--- config.mk ---
export PLATFORM = sky130hd
export DESIGN_NAME = osc_clock_ctrl
export DESIGN_NICKNAME = d
export VERILOG_FILES = /design/src/rtl/osc_clock_pkg.sv /design/src/rtl/osc_clock_ctrl.sv /design/src/rtl/tune_slew.sv
export SDC_FILE = /design/constraint.sdc
export NUM_CORES = 1
export LEC_CHECK = 0
export ABC_AREA = 0
export BUFFER_PORTS_ARGS = -buffer_cell sky130_fd_sc_hd__clkbuf_2
export CORE_MARGIN = 10
export CORE_UTILIZATION = 60
export DETAILED_ROUTE_END_ITERATION = 8
export GPL_TIMING_DRIVEN = 0
export PLACE_DENSITY = 0.88
export RECOVER_POWER = 50
export SYNTH_ARGS = -nofsm -noshare
export SYNTH_HDL_FRONTEND = slang
export SYNTH_SLANG_ARGS = --single-unit
--- constraint.sdc ---
create_clock -name core_clk -period 21.2 [get_ports core_clk]
set_clock_uncertainty 0.1 [all_clocks]
set_input_delay 4.24 -clock core_clk [delete_from_list [all_inputs] [get_ports core_clk]]
set_output_delay 4.24 -clock core_clk [all_outputs]
set_load 0.01 [all_outputs]
--- src/rtl/osc_clock_pkg.sv ---
package osc_clock_pkg;

	// Register indices on the 3-bit core register port
	localparam logic [2:0] ADDR_OSC_STATUS_CONTROL_TWO = 3'h0;
	localparam logic [2:0] ADDR_OSC_TUNING             = 3'h1;
	localparam logic [2:0] ADDR_CLOCK_CONFIG           = 3'h2;
	localparam logic [2:0] ADDR_CLOCK_STATUS           = 3'h3;
	localparam logic [2:0] ADDR_SYSCLK_KHZ_LOW         = 3'h4;
	localparam logic [2:0] ADDR_SYSCLK_KHZ_MID         = 3'h5;
	localparam logic [2:0] ADDR_SYSCLK_KHZ_HIGH        = 3'h6;

	// osc_status_control_two field positions
	localparam int POS_PRIMARY_DRIVE_ON = 2;
	localparam int POS_HF_LOCK_FLAG     = 1;
	localparam int POS_LF_STABLE_FLAG   = 0;

	// Reset values
	localparam logic       RST_PRIMARY_DRIVE_ON = 1'b1;
	localparam logic [7:0] RST_OSC_TUNING       = 8'h00;
	localparam logic [7:0] RST_CLOCK_CONFIG     = 8'h00;

	// System clock source select codes
	localparam logic [1:0] SYS_SEL_PRIMARY = 2'h0;
	localparam logic [1:0] SYS_SEL_LOW     = 2'h1;

	// Input clock frequency codes of the clock configuration register
	localparam logic [1:0] IN_FREQ_6MHZ  = 2'h0;
	localparam logic [1:0] IN_FREQ_12MHZ = 2'h1;
	localparam logic [1:0] IN_FREQ_48MHZ = 2'h2;

	// Frequencies in kHz
	localparam logic [17:0] KHZ_6MHZ   = 18'h01770;
	localparam logic [17:0] KHZ_12MHZ  = 18'h02EE0;
	localparam logic [17:0] KHZ_48MHZ  = 18'h0BB80;
	localparam logic [17:0] KHZ_16MHZ  = 18'h03E80;
	localparam logic [17:0] KHZ_LOW    = 18'h0001F;

	// Low-frequency divider from the high-frequency oscillator
	localparam int LF_DIVIDE = 512;

	// Trim slew: one code step per interval
	localparam int TUNE_STEP_NS = 1000;
	localparam int CLK_PERIOD_NS = 10;
	localparam int TUNE_STEP_CYCLES = TUNE_STEP_NS / CLK_PERIOD_NS;

	typedef struct packed {
		logic       low_freq_source_select;
		logic       pll_soft_enable;
		logic [5:0] tune_field;
	} osc_tuning_t;

	typedef struct packed {
		logic       full_speed;
		logic [1:0] in_freq_sel;
		logic [1:0] system_clock_select;
		logic       usb_clock_divide;
		logic [1:0] cpu_clock_divide;
	} clock_config_t;

endpackage

--- src/rtl/osc_clock_ctrl.sv ---
// Behaviour
// - Trim is signed six bits, resets zero
// - Oscillator trim moves gradually, no status
// - Trim never touches low-frequency oscillator
// - Low clock: HF/512 or LF direct
// - PLL enable: soft bit at 8 MHz, or config pin
// - Primary drive bit powers drive, resets one
// - Lock and stable flags follow oscillators
// - Low-speed USB: 12 MHz with divider or 6 MHz without
// - Full-speed USB: 48 direct or 12x4
// - USB frequencies only when select is 00
`timescale 1ns/1ps
module osc_clock_ctrl
	import osc_clock_pkg::*;
#(
	parameter int SLEW_CYCLES = TUNE_STEP_CYCLES,
	parameter int SYNC_W      = 4
)
(
	input  wire logic        core_clk,
	input  wire logic        resetn,
	input  wire logic [2:0]  addr,
	input  wire logic [7:0]  wdata,
	input  wire logic        wr_stb,
	input  wire logic        rd_stb,
	output logic [7:0]       rdata,
	input  wire logic        hf_osc_locked,
	input  wire logic        lf_osc_stable,
	input  wire logic        hf_osc_clk,
	input  wire logic        lf_osc_clk,
	input  wire logic        hf_at_8mhz,
	input  wire logic        pll_config_on,
	output logic signed [5:0] hf_trim,
	output logic             pll_enable,
	output logic             primary_drive_on,
	output logic             low_freq_clk,
	output logic [1:0]       system_clock_select,
	output logic [1:0]       cpu_clock_divide,
	output logic [17:0]      sysclk_khz,
	output logic             usb_clock_ok
);

	osc_tuning_t          tuning_reg;
	clock_config_t        config_reg;
	logic [SYNC_W-1:0]    sync1_reg;
	logic [SYNC_W-1:0]    sync2_reg;
	logic                 hf_clk_prev_reg;
	logic [8:0]           div_cnt_reg;
	logic                 div_clk_reg;
	logic [17:0]          in_khz;
	logic [17:0]          base_khz;
	logic [17:0]          sysclk_next;
	logic                 usb_ok_next;
	logic [7:0]           rdata_next;
	logic                 hf_lock_flag;
	logic                 lf_stable_flag;
	logic                 hf_edge;
	logic                 pll_next;

	// Oscillator pins are asynchronous to the core clock
	// Two-flop synchronisers for the oscillator pin inputs only
	always_ff @(posedge core_clk or negedge resetn)
	begin
		if (!resetn)
		begin
			sync1_reg <= '0;
			sync2_reg <= '0;
		end
		else
		begin
			sync1_reg <= {lf_osc_clk, hf_osc_clk, lf_osc_stable, hf_osc_locked};
			sync2_reg <= sync1_reg;
		end
	end

	assign hf_lock_flag   = sync2_reg[0];
	assign lf_stable_flag = sync2_reg[1];

	// Register writes
	always_ff @(posedge core_clk or negedge resetn)
	begin
		if (!resetn)
		begin
			tuning_reg <= RST_OSC_TUNING;
		end
		else if (wr_stb && addr == ADDR_OSC_TUNING)
		begin
			tuning_reg <= wdata;
		end
	end

	always_ff @(posedge core_clk or negedge resetn)
	begin
		if (!resetn)
		begin
			config_reg <= RST_CLOCK_CONFIG;
		end
		else if (wr_stb && addr == ADDR_CLOCK_CONFIG)
		begin
			config_reg <= wdata;
		end
	end

	// drive circuit control
	// Flags and upper bits of this register ignore writes
	always_ff @(posedge core_clk or negedge resetn)
	begin
		if (!resetn)
			primary_drive_on <= RST_PRIMARY_DRIVE_ON;
		else if (wr_stb && addr == ADDR_OSC_STATUS_CONTROL_TWO)
			primary_drive_on <= wdata[POS_PRIMARY_DRIVE_ON];
	end

	tune_slew #(
		.STEP_CYCLES (SLEW_CYCLES)
	) u_slew (
		.core_clk (core_clk),
		.resetn   (resetn),
		.target   (tuning_reg.tune_field),
		.applied  (hf_trim)
	);

	// PLL gate
	// Fuse-enabled PLL runs regardless of the software bit
	// Unregistered gate also feeds the rate, so figures agree
	assign pll_next = (tuning_reg.pll_soft_enable && hf_at_8mhz) || pll_config_on;

	always_ff @(posedge core_clk or negedge resetn)
	begin
		if (!resetn)
			pll_enable <= 1'b0;
		else
			pll_enable <= pll_next;
	end

	// trim only reaches the high-frequency path
	// Pin clock stays well below half the core clock rate
	assign hf_edge = sync2_reg[2] && !hf_clk_prev_reg;

	always_ff @(posedge core_clk or negedge resetn)
	begin
		if (!resetn)
			hf_clk_prev_reg <= 1'b0;
		else
			hf_clk_prev_reg <= sync2_reg[2];
	end

	always_ff @(posedge core_clk or negedge resetn)
	begin
		if (!resetn)
		begin
			div_cnt_reg <= '0;
			div_clk_reg <= 1'b0;
		end
		else if (hf_edge)
		begin
			if (div_cnt_reg == 9'(LF_DIVIDE / 2 - 1))
			begin
				div_cnt_reg <= '0;
				div_clk_reg <= !div_clk_reg;
			end
			else
			begin
				div_cnt_reg <= div_cnt_reg + 1'b1;
			end
		end
	end

	// Divider runs always so a source switch is immediate
	// low clock source mux
	always_ff @(posedge core_clk or negedge resetn)
	begin
		if (!resetn)
			low_freq_clk <= 1'b0;
		else if (tuning_reg.low_freq_source_select)
			low_freq_clk <= div_clk_reg;
		else
			low_freq_clk <= sync2_reg[3];
	end

	// Code 3 names no input and reads as 0 kHz
	// Input frequency decode
	always_comb
	begin
		in_khz = '0;
		if (config_reg.in_freq_sel == IN_FREQ_6MHZ)
			in_khz = KHZ_6MHZ;
		else if (config_reg.in_freq_sel == IN_FREQ_12MHZ)
			in_khz = KHZ_12MHZ;
		else if (config_reg.in_freq_sel == IN_FREQ_48MHZ)
			in_khz = KHZ_48MHZ;
	end

	// Even 48 MHz times four still fits in 18 bits
	// times four with PLL
	assign base_khz = pll_next ? 18'(in_khz << 2) : in_khz;

	// USB figures only with select 00
	// Other sources reported coarsely: low source or internal 16 MHz
	always_comb
	begin
		sysclk_next = '0;
		if (config_reg.system_clock_select == SYS_SEL_PRIMARY)
		begin
			case (config_reg.cpu_clock_divide)
				2'h0: sysclk_next = base_khz;
				2'h1: sysclk_next = base_khz >> 1;
				2'h2: sysclk_next = base_khz / 18'h00003;
				default: sysclk_next = base_khz >> 2;
			endcase
		end
		else if (config_reg.system_clock_select == SYS_SEL_LOW)
			sysclk_next = KHZ_LOW;
		else
			sysclk_next = KHZ_16MHZ;
	end

	always_comb
	begin
		usb_ok_next = 1'b0;
		if (config_reg.system_clock_select == SYS_SEL_PRIMARY)
		begin
			if (config_reg.full_speed)
				usb_ok_next = (config_reg.in_freq_sel == IN_FREQ_48MHZ && !pll_next)
					|| (config_reg.in_freq_sel == IN_FREQ_12MHZ && pll_next);
			else if (config_reg.in_freq_sel == IN_FREQ_12MHZ)
				usb_ok_next = config_reg.usb_clock_divide;
			else if (config_reg.in_freq_sel == IN_FREQ_6MHZ)
				usb_ok_next = !config_reg.usb_clock_divide;
		end
	end

	always_ff @(posedge core_clk or negedge resetn)
	begin
		if (!resetn)
		begin
			sysclk_khz   <= '0;
			usb_clock_ok <= 1'b0;
		end
		else
		begin
			sysclk_khz   <= sysclk_next;
			usb_clock_ok <= usb_ok_next;
		end
	end

	always_ff @(posedge core_clk or negedge resetn)
	begin
		if (!resetn)
		begin
			system_clock_select <= '0;
			cpu_clock_divide    <= '0;
		end
		else
		begin
			system_clock_select <= config_reg.system_clock_select;
			cpu_clock_divide    <= config_reg.cpu_clock_divide;
		end
	end

	// Flags come from the synchronisers, never the raw pins
	// Read mux; unmapped addresses read zero
	always_comb
	begin
		rdata_next = 8'h00;
		if (addr == ADDR_OSC_STATUS_CONTROL_TWO)
		begin
			rdata_next[POS_PRIMARY_DRIVE_ON] = primary_drive_on;
			rdata_next[POS_HF_LOCK_FLAG]     = hf_lock_flag;
			rdata_next[POS_LF_STABLE_FLAG]   = lf_stable_flag;
		end
		else if (addr == ADDR_OSC_TUNING)
			rdata_next = tuning_reg;
		else if (addr == ADDR_CLOCK_CONFIG)
			rdata_next = config_reg;
		else if (addr == ADDR_CLOCK_STATUS)
			rdata_next = {6'h00, pll_enable, usb_clock_ok};
		else if (addr == ADDR_SYSCLK_KHZ_LOW)
			rdata_next = sysclk_khz[7:0];
		else if (addr == ADDR_SYSCLK_KHZ_MID)
			rdata_next = sysclk_khz[15:8];
		else if (addr == ADDR_SYSCLK_KHZ_HIGH)
			rdata_next = {6'h00, sysclk_khz[17:16]};
	end

	// Data valid only the cycle after the strobe
	// Zero between reads keeps stale data off the bus
	always_ff @(posedge core_clk or negedge resetn)
	begin
		if (!resetn)
			rdata <= 8'h00;
		else if (rd_stb)
			rdata <= rdata_next;
		else
			rdata <= 8'h00;
	end

endmodule

--- src/rtl/tune_slew.sv ---
`timescale 1ns/1ps
module tune_slew
	import osc_clock_pkg::*;
#(
	parameter int STEP_CYCLES = TUNE_STEP_CYCLES
)
(
	input  wire logic             core_clk,
	input  wire logic             resetn,
	input  wire logic signed [5:0] target,
	output logic signed [5:0]      applied
);

	localparam int CW = $clog2(STEP_CYCLES + 1);

	logic [CW-1:0] step_cnt_reg;

	// Interval timer
	always_ff @(posedge core_clk or negedge resetn)
	begin
		if (!resetn)
			step_cnt_reg <= '0;
		else if (applied == target || step_cnt_reg == CW'(STEP_CYCLES - 1))
			step_cnt_reg <= '0;
		else
			step_cnt_reg <= step_cnt_reg + 1'b1;
	end

	// gradual approach
	// One code per interval so the oscillator never jumps
	always_ff @(posedge core_clk or negedge resetn)
	begin
		if (!resetn)
			applied <= '0;
		else if (step_cnt_reg == CW'(STEP_CYCLES - 1))
		begin
			if (applied < target)
				applied <= applied + 6'sd1;
			else if (applied > target)
				applied <= applied - 6'sd1;
		end
	end

endmodule

==> flow_summary.ini <==
[clock_network]
clk_path_buf_depth = 2
cts_tree = done
cts.htree.levels = 3
cts_resized = 0
cts_hold_buf = 0
postCtsSetupRepairBufs = 0
cts_buffers = 9
cts-root-buf = clkbuf_16
clk_latency_ns = 0.33
path_clk_slew_ns = 0.05
clock-sinks = 82

[die]
rows = 38
num_io_pins = 61
die_h_um = 126.4
die_area_mm2 = 0.01598
start_util_pct = 61.87
core_area_mm2 = 0.01098
die_w_um = 126.4

[route]
wirelength_um = 19110
drcViolationCount = 0
vias = 6832
vias_per_cell = 6.659
wl_per_cell_um = 18.62
drtIter0Drc = 1030
drt_pass1_iterations = 6
ant_nets = 0

[min_path]
hold_path_depth = 0
hp-class = register to register

[setup_path]
cp.required_ns = 21.30
worstRegToRegCells = 53
path_class = primary input to register
end_kind = register
cp_max_fo = 10
critPathSlowestCell = nor3b_4
cp_common_cell = ha_1
critical_path_arrival_ns = 16.28
worst_setup_path_start_kind = primary input
cpPeakStageDelay_ns = 0.57

[yosys]
ys_types = 97
synth_edf_count = 0
netlist_instances = 809
synthArstFlopShare_pct = 100.0
synth_seq_area_share_pct = 30.22
yosys_warnings = 0
ys_ff_latch = 82
syn_area_per_cell_um2 = 8.400
netlist_area_mm2 = 0.006795
syn-num-nets = 858
ys.flop_type = dfrtp_1

[sta]
worst_slack_ns = 5.015
max_slew_margin_pct = -122.9
tightest_slew_ns = 3.344
fmax_mhz = 61.79
report.final.slew_viol_count = 68
hold_violations = 0
setup_viol = 0
rsz0062_at_grt = false
layout_min_cycle_time_ns = 16.18
tns_ns = 0
finalCritPeriodShare_pct = 76.34

[status]
status = complete, but fails checks
violations = capacitance limit, slew limit

[cells_and_area]
largest_register_ffs = 18
fill_cells = 807
fin_nets = 930
antenna_cells = 0
fin_cells = 1026
drive_gt1_share_pct = 15.46
areaGrowthSynthToFinish_pct = 11.16

[flow_run]
maxCapViolations = 1

[global_routing]
grt_pass1_vias = 6347
antenna_found_initial = 0
grt_overflow_total = 0
grt_first_pass_wirelength_um = 31420
groute.usage.overall_pct = 22.90
grt_max_degree = 68

[pwr]
peakVddDrop_mv = 0.08570
power_density_mw_per_mm2 = 138.5
p_leak_uw = 0.003244
fin_total_pwr_uw = 1046

[place]
dp.final_hpwl_um = 13900
io_buffers = 60
place_inst = 1010
dp_slack_ns = 4.903
gp_congestion = 0.9475
[cells by family (layout without fill, tap and decap cells)]
group / after synthesis / in the layout / synth area share (%)
mux: 37 / 37 / 6.426
flops: 82 / 82 / 30.22
xor+xnor: 38 / 38 / 5.100
simple gates: 291 / 291 / 21.65
fa+ha+maj: 28 / 28 / 5.266
buf+inv: 72 / 149 / 4.308
compound gates: 261 / 261 / 27.03
[metal layers]
| layer | GRT usage, % | routed length, µm |
|---|---|---|
| met1 | 29.62 | 7991 |
| met2 | 37.24 | 8933 |
| met3 | 3.957 | 1684 |
| met4 | 9.042 | 499 |
| met5 | 0 | 0 |
[metrics by stage]
step	hold WS [ns]	util (%)	instance area, µm²
2_1_floorplan	0.2312	-	6795
3_3_place_gp	0.2323	66.20	7271
3_5_place_dp	0.2358	66.47	7301
4_1_cts	0.2468	69.02	7581
5_1_grt	0.2497	68.77	7553
6_report	0.2480	68.77	7553
[report_power, final]
part           internal (µW)  leakage [µW]  switching [µW]  total [µW]
Combinational            260       0.00208             419         679
Clock                   90.9      0.000138            56.1         147
Sequential               190       0.00103            30.6         220
Total                    541       0.00324             505        1050
[synth_stat cells (all sizes together), types with 4 or more instances]
| library cell | number | area (µm²) |
|---|---|---|
| ha | 27 | 337.8 |
| a21oi | 56 | 295.3 |
| nor2b | 12 | 75.07 |
| o22ai | 7 | 50.05 |
| o21a | 6 | 45.04 |
| or3 | 9 | 56.30 |
| a211o | 5 | 43.79 |
| xnor2 | 30 | 262.8 |
| a2111oi | 11 | 133.9 |
| or2 | 8 | 50.05 |
| o22a | 4 | 35.03 |
| a21o | 9 | 67.56 |
| a22oi | 7 | 52.55 |
| mux2i | 18 | 196.4 |
| nand4 | 9 | 62.56 |
| nand2 | 82 | 307.8 |
| o211ai | 8 | 65.06 |
| clkbuf | 29 | 108.9 |
| o32ai | 4 | 35.03 |
| o41ai | 4 | 50.05 |
| nor4 | 5 | 31.28 |
| a211oi | 9 | 90.08 |
| dfrtp | 81 | 2027 |
| nor3 | 17 | 100.1 |
| inv | 31 | 116.4 |
| a31o | 4 | 35.04 |
| nor3b | 7 | 68.82 |
| nor4b | 4 | 47.55 |
| nand3 | 21 | 117.6 |
| and3 | 10 | 62.56 |
| o21ai | 67 | 339.1 |
| nor2 | 82 | 307.8 |
| nand2b | 11 | 68.82 |
| o31ai | 7 | 52.55 |
| a221oi | 6 | 52.55 |
| a21boi | 4 | 30.03 |
| buf | 10 | 60.05 |
| xor2 | 7 | 61.31 |
| mux2 | 17 | 195.2 |
| a31oi | 15 | 93.84 |
[cell usage in the layout (no fill, tap or decap), types with 7 or more instances in the layout]
cell type  synthesis  layout
a22oi_1            7       7
or3_1              9       9
clkbuf_2           0      59
clkbuf_16          0       9
dfrtp_1           81      81
nand4_1            8       8
or2_2              7       7
o211ai_1           7       7
nor2_1            82      82
mux2i_1           16      16
mux2_2            16      16
a31oi_1           15      15
xor2_1             7       7
o21ai_1            8       7
a21o_1             9       9
and3_1            10      10
a2111oi_0          7       7
nand3_1           20      20
inv_1             29      29
o21ai_0           58      59
nand2b_1          11      11
nor2b_1           12      12
o31ai_1            7       7
xnor2_1           30      30
clkbuf_1          29      35
a21oi_1           54      54
nand2_1           82      82
nor3_1            14      14
ha_1              27      27
[critical path: cells and delay by family]
family / cells / cell delay, ns
fa+ha+maj: 6 / 1.83
xor+xnor: 4 / 0.56
simple gates: 15 / 3.47
compound gates: 17 / 3.57
mux: 2 / 0.89
buf+inv: 9 / 1.70
[path summary, 6_finish.rpt]
kind / slack [ns] / end / startpoint
hold reg to reg: 0.25 / sync2_reg[2] / sync1_reg[2]
max in group asynchronous: 13.47 / div_cnt_reg[0] / resetn
min in group asynchronous: 3.89 / u_slew.applied[0] / resetn
hold / removal: 0.25 / sync2_reg[2] / sync1_reg[2]
setup / recovery: 5.02 / sysclk_khz[0] / hf_at_8mhz
setup reg to reg: 8.04 / sysclk_khz[0] / config_reg[6]
[area by class of cell]
type / instances / area [µm²] / share of cell area (%)
Clock buffer: 13 / 240.2 / 3.180
Clock inverter: 3 / 40.04 / 0.5301
Sequential cell: 82 / 2053 / 27.18
Multi-Input combinational cell: 655 / 4449 / 58.90
Tap cell: 140 / 175.2 / 2.319
Timing Repair Buffer: 61 / 302.8 / 4.009
Buffer: 39 / 168.9 / 2.236
Inverter: 33 / 123.9 / 1.640
Note: power is estimated with default switching activity, not from simulation.
